### src/logic/dtm_pkg.sv
// Purpose: shared constants and types for the dual timer mode/control block
// Assumes: 8-bit special-function register space, single core clock
// Notes:   offsets are byte addresses in the special-function space
`default_nettype none

package dtm_pkg;

  //////////////////////////////////////////////////////////////////////////
  // register addresses
  localparam logic [7:0] DTM_ADDR_CONTROL = 8'h88; // timer_pair_control
  localparam logic [7:0] DTM_ADDR_MODE    = 8'h89; // timer_pair_mode
  localparam logic [7:0] DTM_ADDR_T0_LOW  = 8'h8a;
  localparam logic [7:0] DTM_ADDR_T1_LOW  = 8'h8b;
  localparam logic [7:0] DTM_ADDR_T0_HIGH = 8'h8c;
  localparam logic [7:0] DTM_ADDR_T1_HIGH = 8'h8d;

  // bit addresses of the control register sit at 0x88..0x8f
  localparam logic [4:0] DTM_BIT_PAGE     = 5'h11;

  //////////////////////////////////////////////////////////////////////////
  // control register fields
  localparam int DTM_T1_OVF  = 7;
  localparam int DTM_T1_RUN  = 6;
  localparam int DTM_T0_OVF  = 5;
  localparam int DTM_T0_RUN  = 4;
  localparam int DTM_X1_FLAG = 3;
  localparam int DTM_X1_EDGE = 2;
  localparam int DTM_X0_FLAG = 1;
  localparam int DTM_X0_EDGE = 0;

  // mode register fields
  localparam int DTM_T1_GATE = 7;
  localparam int DTM_T1_SRC  = 6;
  localparam int DTM_T1_MLSB = 4;
  localparam int DTM_T0_GATE = 3;
  localparam int DTM_T0_SRC  = 2;
  localparam int DTM_T0_MLSB = 0;

  //////////////////////////////////////////////////////////////////////////
  // reset values
  localparam logic [7:0] DTM_CONTROL_RST = 8'h00;
  localparam logic [7:0] DTM_MODE_RST    = 8'h00;
  localparam logic [7:0] DTM_COUNT_RST   = 8'h00;

  // counting limits
  localparam logic [4:0] DTM_PRESCALE_MAX = 5'h1f;
  localparam logic [7:0] DTM_BYTE_MAX     = 8'hff;

  typedef enum logic [1:0] {
    DTM_MODE_PRESCALE13 = 2'b00,
    DTM_MODE_CASCADE16  = 2'b01,
    DTM_MODE_RELOAD8    = 2'b10,
    DTM_MODE_SPLIT      = 2'b11
  } dtm_mode_t;

endpackage : dtm_pkg

`default_nettype wire

### src/logic/dtm_cnt_if.sv
// Purpose: carrier between the control logic and one counting unit
// Assumes: all signals in the sys_clk domain
// Notes:   tick and hi_tick are one-cycle enables, ovf pulses registered
`default_nettype none

interface dtm_cnt_if;
  import dtm_pkg::*;

  dtm_mode_t   mode;     // selected operating mode
  logic        tick;     // advance the main count this cycle
  logic        hi_tick;  // advance the high byte alone in split mode
  logic        wr_lo;    // software write of the low byte
  logic        wr_hi;    // software write of the high byte
  logic [7:0]  wdata;    // software write data
  logic [7:0]  tl;       // low byte value
  logic [7:0]  th;       // high byte value
  logic        ovf;      // main count rolled over
  logic        ovf_hi;   // split high byte rolled over

  modport ctrl (output mode, tick, hi_tick, wr_lo, wr_hi, wdata,
                input  tl, th, ovf, ovf_hi);
  modport unit (input  mode, tick, hi_tick, wr_lo, wr_hi, wdata,
                output tl, th, ovf, ovf_hi);

endinterface : dtm_cnt_if

`default_nettype wire

### src/logic/dtm_count_unit.sv
// Purpose: one timer/counter data path, low and high byte
// Assumes: tick already qualified by run, gating and source select
// Notes:   SPLIT_CAPABLE enables the two independent 8-bit halves
`default_nettype none

module dtm_count_unit
  import dtm_pkg::*;
#(
  parameter bit SPLIT_CAPABLE = 1'b0      // supports split mode
) (
  input  wire logic sys_clk,              // core clock
  input  wire logic arst_n,               // async reset, active low
  input  wire logic clk_en,               // freezes all state when low
  dtm_cnt_if.unit   c                     // control side
);

  logic [7:0] low;
  logic [7:0] high;
  logic       ovf_q;
  logic       ovf_hi_q;

  assign c.tl     = low;
  assign c.th     = high;
  assign c.ovf    = ovf_q;
  assign c.ovf_hi = ovf_hi_q;

  ////////////////////////////////////////////////////////////////////////////
  // counting; a software byte write wins over a count in the same cycle
  always_ff @(posedge sys_clk or negedge arst_n) begin
    if (!arst_n) begin
      low      <= DTM_COUNT_RST;
      high     <= DTM_COUNT_RST;
      ovf_q    <= 1'b0;
      ovf_hi_q <= 1'b0;
    end else if (clk_en) begin
      ovf_q    <= 1'b0;
      ovf_hi_q <= 1'b0;
      if (c.tick) begin
        case (c.mode)
          DTM_MODE_PRESCALE13: begin
            // upper three low-byte bits simply hold their value
            low[4:0] <= low[4:0] + 5'h01;
            if (low[4:0] == DTM_PRESCALE_MAX) begin
              high <= high + 8'h01;
              ovf_q <= (high == DTM_BYTE_MAX);
            end
          end
          DTM_MODE_CASCADE16: begin
            {high, low} <= {high, low} + 16'h0001;
            ovf_q <= (high == DTM_BYTE_MAX) && (low == DTM_BYTE_MAX);
          end
          DTM_MODE_RELOAD8: begin
            if (low == DTM_BYTE_MAX) begin
              low   <= high;
              ovf_q <= 1'b1;
            end else begin
              low <= low + 8'h01;
            end
          end
          DTM_MODE_SPLIT: begin
            if (SPLIT_CAPABLE) begin
              low   <= low + 8'h01;
              ovf_q <= (low == DTM_BYTE_MAX);
            end
          end
          default: begin
            low <= low;
          end
        endcase
      end
      // high half of the split pair runs on its own enable
      if (SPLIT_CAPABLE && c.mode == DTM_MODE_SPLIT && c.hi_tick) begin
        high     <= high + 8'h01;
        ovf_hi_q <= (high == DTM_BYTE_MAX);
      end
      if (c.wr_lo) begin
        low <= c.wdata;
      end
      if (c.wr_hi) begin
        high <= c.wdata;
      end
    end
  end

endmodule : dtm_count_unit

`default_nettype wire

### src/logic/dtm_timer_pair.sv
// Purpose: mode and control logic for timer/counters 0 and 1 and the two
//          external interrupt request flags
// Assumes: pins synchronous to sys_clk; core gives one-cycle vector pulses
// Notes:   byte access via sfr_* ports, single-bit access via bit_* ports
//
// Functional notes
// - timer 1 mode 01 is a plain 16-bit cascaded counter, no prescaler.
// - timer 1 mode 10 counts low byte, reloads it from high on overflow.
// - timer 1 mode 11 holds its count stopped.
// - timer 0 gating set: count only while pin 0 high and run set.
// - timer 0 gating clear: count whenever run is set.
// - timer 0 source select picks count pin events or the system clock.
// - timer 0 mode 00: high byte counter fed by 5-bit low prescaler.
// - timer 0 mode 01 is a 16-bit cascaded counter, no prescaler.
// - timer 0 mode 10 counts low byte, reloads from high on overflow.
// - timer 0 mode 11 splits low (own controls) and high (timer 1 run).
// - timer 1 overflow sets its flag, except in timer 0 mode 11 where timer 0's high half sets it; vectoring clears it.
// - timer 0 overflow sets its flag; vectoring clears it.
// - timer 1 run bit turns timer 1 on and off.
// - timer 0 run bit turns timer 0 on and off.
// - interrupt 1 flag set by falling edge or low level, per its type.
// - edge flags clear on vectoring; level flags follow the source.
// - interrupt 1 type bit set selects edge, clear selects low level.
// - interrupt 0 flag set by falling edge or low level, per its type.
// - interrupt 0 type bit set selects edge, clear selects low level.
// - control register bits reachable singly at bit addresses 0x88-0x8f.
// - timer 1 gating set: count only while pin 1 high and run set.
// - timer 1 mode 00: high byte counter fed by 5-bit low prescaler.
// - count pin increments on a high sample followed by a low sample.
`default_nettype none

module dtm_timer_pair
  import dtm_pkg::*;
(
  input  wire logic       sys_clk,            // core clock, 40 MHz
  input  wire logic       arst_n,             // async reset, active low
  input  wire logic       clk_en,             // freezes all state when low
  input  wire logic [7:0] sfr_addr,           // byte register address
  input  wire logic       sfr_wr,             // byte write strobe
  input  wire logic       sfr_rd,             // byte read strobe
  input  wire logic [7:0] sfr_wdata,          // byte write data
  output logic      [7:0] sfr_rdata,          // byte read data, registered
  input  wire logic [7:0] bit_addr,           // bit address
  input  wire logic       bit_wr,             // bit write strobe
  input  wire logic       bit_rd,             // bit read strobe
  input  wire logic       bit_wdata,          // bit write value
  output logic            bit_rdata,          // bit read value, registered
  input  wire logic       vector_timer0,      // core vectors to timer 0 isr
  input  wire logic       vector_timer1,      // core vectors to timer 1 isr
  input  wire logic       vector_ext_irq0,    // core vectors to ext irq 0
  input  wire logic       vector_ext_irq1,    // core vectors to ext irq 1
  input  wire logic       ext_irq0_pin,       // external interrupt pin 0
  input  wire logic       ext_irq1_pin,       // external interrupt pin 1
  input  wire logic       timer0_count_input, // timer 0 count pin
  input  wire logic       timer1_count_input, // timer 1 count pin
  output logic            timer0_overflow_flag, // request, from flop
  output logic            timer1_overflow_flag, // request, from flop
  output logic            ext_irq0_flag,      // request, from flop
  output logic            ext_irq1_flag       // request, from flop
);

  logic [7:0] timer_pair_control;
  logic [7:0] timer_pair_mode;
  logic [7:0] next_control;
  logic [1:0] cnt_smp;       // count pins, current sample
  logic [1:0] cnt_old;       // count pins, previous sample
  logic [1:0] irq_old;       // interrupt pins, previous sample
  logic [1:0] cnt_event;
  logic [1:0] tick;
  logic [1:0] wr_lo;
  logic [1:0] wr_hi;
  logic [1:0] ovf;
  logic [1:0] ovf_hi;
  logic [7:0] tl [2];
  logic [7:0] th [2];
  logic [1:0] run;
  logic [1:0] gate;
  logic [1:0] src;
  logic [1:0] irq_pin;
  dtm_mode_t  mode [2];
  logic       t0_split;
  logic       bit_hit;
  logic       set_tf0;
  logic       set_tf1;
  logic [1:0] irq_fall;

  assign timer0_overflow_flag = timer_pair_control[DTM_T0_OVF];
  assign timer1_overflow_flag = timer_pair_control[DTM_T1_OVF];
  assign ext_irq0_flag        = timer_pair_control[DTM_X0_FLAG];
  assign ext_irq1_flag        = timer_pair_control[DTM_X1_FLAG];

  ////////////////////////////////////////////////////////////////////////////
  // field views of the two control registers
  assign run      = {timer_pair_control[DTM_T1_RUN],
                     timer_pair_control[DTM_T0_RUN]};
  assign gate     = {timer_pair_mode[DTM_T1_GATE],
                     timer_pair_mode[DTM_T0_GATE]};
  assign src      = {timer_pair_mode[DTM_T1_SRC], timer_pair_mode[DTM_T0_SRC]};
  assign mode[0]  = dtm_mode_t'(timer_pair_mode[DTM_T0_MLSB +: 2]);
  assign mode[1]  = dtm_mode_t'(timer_pair_mode[DTM_T1_MLSB +: 2]);
  assign irq_pin  = {ext_irq1_pin, ext_irq0_pin};
  assign t0_split = (mode[0] == DTM_MODE_SPLIT);
  assign bit_hit  = (bit_addr[7:3] == DTM_BIT_PAGE);

  ////////////////////////////////////////////////////////////////////////////
  // pin samples; a count needs a high sample then a low one, so the pin
  // must hold each level for a full cycle or an edge can be missed
  always_ff @(posedge sys_clk or negedge arst_n) begin
    if (!arst_n) begin
      cnt_smp <= 2'h0;
      cnt_old <= 2'h0;
      irq_old <= 2'h0;
    end else if (clk_en) begin
      cnt_smp <= {timer1_count_input, timer0_count_input};
      cnt_old <= cnt_smp;
      irq_old <= irq_pin;
    end
  end

  assign cnt_event = cnt_old & ~cnt_smp;
  assign irq_fall  = irq_old & ~irq_pin;

  ////////////////////////////////////////////////////////////////////////////
  // per-timer count enable and data path
  genvar gi;
  generate
    for (gi = 0; gi < 2; gi++) begin : g_timer
      dtm_cnt_if cif ();

      // gating pin only matters when gating is set
      assign tick[gi] = run[gi] && (!gate[gi] || irq_pin[gi])
                        && (src[gi] ? cnt_event[gi] : 1'b1)
                        && !(gi == 1 && mode[gi] == DTM_MODE_SPLIT);

      assign wr_lo[gi] = sfr_wr && (sfr_addr == (gi == 0 ? DTM_ADDR_T0_LOW
                                                         : DTM_ADDR_T1_LOW));
      assign wr_hi[gi] = sfr_wr && (sfr_addr == (gi == 0 ? DTM_ADDR_T0_HIGH
                                                         : DTM_ADDR_T1_HIGH));

      assign cif.mode    = mode[gi];
      assign cif.tick    = tick[gi];
      // split high half is a timer only, switched by timer 1's run bit
      assign cif.hi_tick = (gi == 0) ? run[1] : 1'b0;
      assign cif.wr_lo   = wr_lo[gi];
      assign cif.wr_hi   = wr_hi[gi];
      assign cif.wdata   = sfr_wdata;
      assign tl[gi]      = cif.tl;
      assign th[gi]      = cif.th;
      assign ovf[gi]     = cif.ovf;
      assign ovf_hi[gi]  = cif.ovf_hi;

      dtm_count_unit #(
        .SPLIT_CAPABLE (gi == 0)
      ) u_count (
        .sys_clk (sys_clk),
        .arst_n  (arst_n),
        .clk_en  (clk_en),
        .c       (cif.unit)
      );
    end
  endgenerate

  // in split mode timer 1's flag belongs to timer 0's high half
  assign set_tf0 = ovf[0];
  assign set_tf1 = t0_split ? ovf_hi[0] : ovf[1];

  ////////////////////////////////////////////////////////////////////////////
  // control register next value: software, then vector clears, then
  // hardware sets, so an event in the clearing cycle is never lost
  always_comb begin
    next_control = timer_pair_control;
    if (sfr_wr && sfr_addr == DTM_ADDR_CONTROL) begin
      next_control = sfr_wdata;
    end
    if (bit_wr && bit_hit) begin
      next_control[bit_addr[2:0]] = bit_wdata;
    end
    if (vector_timer0) begin
      next_control[DTM_T0_OVF] = 1'b0;
    end
    if (vector_timer1) begin
      next_control[DTM_T1_OVF] = 1'b0;
    end
    if (set_tf0) begin
      next_control[DTM_T0_OVF] = 1'b1;
    end
    if (set_tf1) begin
      next_control[DTM_T1_OVF] = 1'b1;
    end
    // edge type: latched on a fall, cleared on vectoring
    if (next_control[DTM_X0_EDGE]) begin
      if (vector_ext_irq0) begin
        next_control[DTM_X0_FLAG] = 1'b0;
      end
      if (irq_fall[0]) begin
        next_control[DTM_X0_FLAG] = 1'b1;
      end
    end else begin
      // level type: the source owns the flag by holding the pin low
      next_control[DTM_X0_FLAG] = !irq_pin[0];
    end
    if (next_control[DTM_X1_EDGE]) begin
      if (vector_ext_irq1) begin
        next_control[DTM_X1_FLAG] = 1'b0;
      end
      if (irq_fall[1]) begin
        next_control[DTM_X1_FLAG] = 1'b1;
      end
    end else begin
      next_control[DTM_X1_FLAG] = !irq_pin[1];
    end
  end

  ////////////////////////////////////////////////////////////////////////////
  // control register storage
  always_ff @(posedge sys_clk or negedge arst_n) begin
    if (!arst_n) begin
      timer_pair_control <= DTM_CONTROL_RST;
    end else if (clk_en) begin
      timer_pair_control <= next_control;
    end
  end

  // mode register, byte access only
  always_ff @(posedge sys_clk or negedge arst_n) begin
    if (!arst_n) begin
      timer_pair_mode <= DTM_MODE_RST;
    end else if (clk_en && sfr_wr && sfr_addr == DTM_ADDR_MODE) begin
      timer_pair_mode <= sfr_wdata;
    end
  end

  ////////////////////////////////////////////////////////////////////////////
  // registered read data; unmapped addresses read as zero
  always_ff @(posedge sys_clk or negedge arst_n) begin
    if (!arst_n) begin
      sfr_rdata <= 8'h00;
    end else if (clk_en && sfr_rd) begin
      case (sfr_addr)
        DTM_ADDR_CONTROL: sfr_rdata <= timer_pair_control;
        DTM_ADDR_MODE:    sfr_rdata <= timer_pair_mode;
        DTM_ADDR_T0_LOW:  sfr_rdata <= tl[0];
        DTM_ADDR_T1_LOW:  sfr_rdata <= tl[1];
        DTM_ADDR_T0_HIGH: sfr_rdata <= th[0];
        DTM_ADDR_T1_HIGH: sfr_rdata <= th[1];
        default:          sfr_rdata <= 8'h00;
      endcase
    end
  end

  // single-bit read of the control register
  always_ff @(posedge sys_clk or negedge arst_n) begin
    if (!arst_n) begin
      bit_rdata <= 1'b0;
    end else if (clk_en && bit_rd) begin
      bit_rdata <= bit_hit && timer_pair_control[bit_addr[2:0]];
    end
  end

endmodule : dtm_timer_pair

`default_nettype wire

### config.mk
export PLATFORM = sky130hd
export DESIGN_NAME = dtm_timer_pair
export DESIGN_NICKNAME = d
export VERILOG_FILES = /design/src/logic/dtm_pkg.sv /design/src/logic/dtm_cnt_if.sv /design/src/logic/dtm_count_unit.sv /design/src/logic/dtm_timer_pair.sv
export SDC_FILE = /design/constraint.sdc
export NUM_CORES = 1
export LEC_CHECK = 0
export ABC_AREA = 1
export BUFFER_PORTS_ARGS = -buffer_cell sky130_fd_sc_hd__buf_2
export CORE_MARGIN = 10
export CORE_UTILIZATION = 50
export DETAILED_ROUTE_END_ITERATION = 8
export PLACE_DENSITY = 0.69
export SETUP_SLACK_MARGIN = 0.4
export SYNTH_ARGS = -nofsm -noshare
export SYNTH_HDL_FRONTEND = slang
export SYNTH_SLANG_ARGS = --single-unit
export TNS_END_PERCENT = 10
### constraint.sdc
create_clock -name sys_clk -period 2.3 [get_ports sys_clk]
set_clock_uncertainty 0.15 [all_clocks]
set_input_delay 0.46 -clock sys_clk [delete_from_list [all_inputs] [get_ports sys_clk]]
set_output_delay 0.46 -clock sys_clk [all_outputs]
set_load 0.05 [all_outputs]
==> qor.yml <==
run_status:
  status: "complete, no violations"
floorplanning:
  coreArea_mm2: 0.00986
  rows: 36
  start_util: 0.519
  die_area_mm2: 0.0147
  die_x_um: 121
  ioPinCount: 53
  die_h_um: 121
cts:
  h-tree-depth: 3
  cts.reportedPaths.clkPinSlew_ps: 80
  ctsRootBufferMaster: "clkbuf_8"
  cts_tree: "built"
  cts_made_buffers: 9
  clkLatencyLatePin_ps: 360
  clock-sinks: 66
  clockBufferDepth: 2
sta:
  fin_tns_setup_ps: 0
  timing.slew.headroom: 0.641
  fmax_mhz: 500
  hold_slack_ps: 149
  finalMaxSlewViolations: 0
  timing.final.crit_share: 0.870
  grt_setup_unrepaired: "yes"
  worstMarginPinSlew_ps: 534
  fin_crit_ps: 2000
  hold_viol: 0
  setup_viol: 0
critical_path:
  path_class: "reg2reg"
  cp.arrival_ps: 2100
  path_buf_inv: 2
  cp_slowest_stage_delay_ps: 360
  required_ps: 2400
  crit_family: "simple AND/OR/NAND/NOR gates"
  cp_max_fo: 5
  path_cells: "ha_2 -> nand2_2 -> nor2_2 -> ha_2 -> nand2_2 -> o21ai_2 -> nand4_1 -> o21ai_4 -> buf_6 -> buf_4 -> o22ai_1"
  crit_slowest_cell: "dfrtp_1"
  reg2reg_setup_slack_ps: 300
  end_kind: "flop"
  startpoint_type: "flop"
place:
  place.gp.congestion: 0.981
  dp_hpwl_um: 13000
  port_buffers: 52
yosys:
  synth-seq-cells: 66
  ys_top_cells_by_count: "nand2_1, inv_1, dfrtp_1, o21ai_0, nand3_1"
  synth_nets: 813
  ys_types: 42
  synth_edf_count: 0
  synthCells: 759
  seq_area_frac_synth: 0.322
  synth_area_mm2: 0.00512
  synth_most_common_cell: "nand2_1"
  yosysTopAreaCell: "dfrtp_1"
  synth_top_area_frac: 0.322
  synth_ff_type: "dfrtp_1"
  yosysWarnings: 0
  synthTopCellsByArea: "dfrtp_1, nand2_1, inv_1, o21ai_0, nand3_1"
  synthArstFlopShare: 1.00
  synth.avg_cell_area_um2: 6.75
layout:
  fill_cells: 935
  layout-drive-gt1-share: 0.203
  final-seq-area_mm2: 0.00165
  final_nets: 891
  diodes: 0
  area_growth_syn_to_layout_pct: 18.5
  postLayoutCoreUtil: 0.615
  multiInputGateArea_mm2: 0.00310
grt:
  grt.total_usage: 0.232
  antenna_found_initial: 0
  grt_remaining_overflow: 0
  grt_max_degree: 67
  grt_pass1_vias: 5259
  grt_pass1_wl_um: 27200
drt:
  first_iter_violations: 497
  wl_per_cell_um: 17.5
  via_per_inst: 5.68
  postRouteAntennaNets: 0
  drt_wl_total_um: 17100
  vias: 5539
  route.detailed.drc: 0
  dr.pass1.iters: 7
power_and_ir_drop:
  p_leak_nw: 3.06
  powerDensity_mw_per_mm2: 665
  ir_drop_uv: 352
run:
  cap_viol_max_count: 0
worst_hold_path:
  hp-class: "in2reg"
-- stage by stage --
stage	cell area [um2]	instances	total power [mW]	setup WS (ps)
after floorplan	5130	759	2.20	398
after global placement	5620	949	2.58	251
after detailed placement	5620	949	2.60	153
after CTS	5990	972	4.02	307
after global routing	6070	975	4.24	182
final	6070	975	4.04	300
-- report_power, final --
| group | leakage (nW) | internal, mW | switching [mW] |
|---|---|---|---|
| sequential | 0.825 | 1.32 | 0.188 |
| combinational | 2.10 | 0.438 | 0.732 |
| clock | 0.134 | 0.859 | 0.500 |
| total | 3.06 | 2.61 | 1.42 |
-- worst paths after layout --
kind,from,end,cells after the start
max,g_timer[1].u_count.c.tl[1],g_timer[1].u_count.c.th[0],11
min,timer1_count_input,cnt_smp[1],3
max reg2reg,g_timer[1].u_count.c.tl[1],g_timer[1].u_count.c.th[0],11
min reg2reg,g_timer[0].u_count.c.ovf_hi,g_timer[0].u_count.c.ovf_hi,2
max in group asynchronous,arst_n,timer_pair_mode[3],3
min in group asynchronous,arst_n,g_timer[1].u_count.c.th[1],3
-- worst register-to-register path, cell delays in order (launching register included) --
cell	delay [ps]
dfrtp_1	360
ha_2	190
nand2_2	70
nor2_2	120
ha_2	190
nand2_2	50
o21ai_2	60
nand4_1	210
o21ai_4	170
buf_6	150
buf_4	100
o22ai_1	60
-- repair_timing --
action	in CTS	in global routing
pin swaps	4	7
gates resized for setup	14	17
hold buffers	1	0
hold endpoints to repair	66	0
cloned	1	1
setup buffers	5	2
setup endpoints to repair	23	33
-- cells in the final DEF (no fill, tap or decap), types with 9 or more instances in the layout --
cell type  count
buf_4         23
nor3_1        14
nand4_1       16
inv_2         11
o22ai_1       14
o211ai_1       9
nor2_1        47
nand2_2       14
nand3_1       57
o21ai_1       12
dfrtp_1       66
nand2_1      209
buf_2         52
clkbuf_8      10
a21oi_1       39
ha_1          10
inv_1         92
o21ai_0       59
-- cell type report --
class                      instances  share of cell area
sequential                        66               0.272
timing repair buffer              78              0.0781
clock inverter                     5              0.0206
inverter                         108              0.0672
multi-input combinational        574               0.511
clock buffer                      11              0.0233
tap                              133              0.0274
-- routing by layer --
metal / track usage / share of wire / routed length (um)
met4: 0.0820 / 0.033 / 562
met5: 0 / 0 / 0
met2: 0.390 / 0.48 / 8220
met1: 0.283 / 0.42 / 7140
met3: 0.0554 / 0.068 / 1170
-- cell families (layout without fill, tap and decap cells) --
| logic type | count (synthesis) | after routing | share of synthesized area |
|---|---|---|---|
| AOI/OAI and AO/OA | 160 | 161 | 0.177 |
| buffers and inverters | 121 | 202 | 0.0945 |
| xor gates and xnor gates | 8 | 8 | 0.0137 |
| adders and majority gates | 14 | 14 | 0.0342 |
| and+or+nand+nor | 390 | 391 | 0.359 |
| DFF | 66 | 66 | 0.322 |
-- state kept, by name, indices dropped and copies added (netlist names), 2 cells and up --
register,count
cnt_old,2
g_timer.u_count.c.ovf,2
cnt_smp,2
timer_pair_control,8
timer_pair_mode,8
g_timer.u_count.c.tl,16
g_timer.u_count.c.th,16
sfr_rdata,8
irq_old,2
Power figures use the tool's default switching activity.
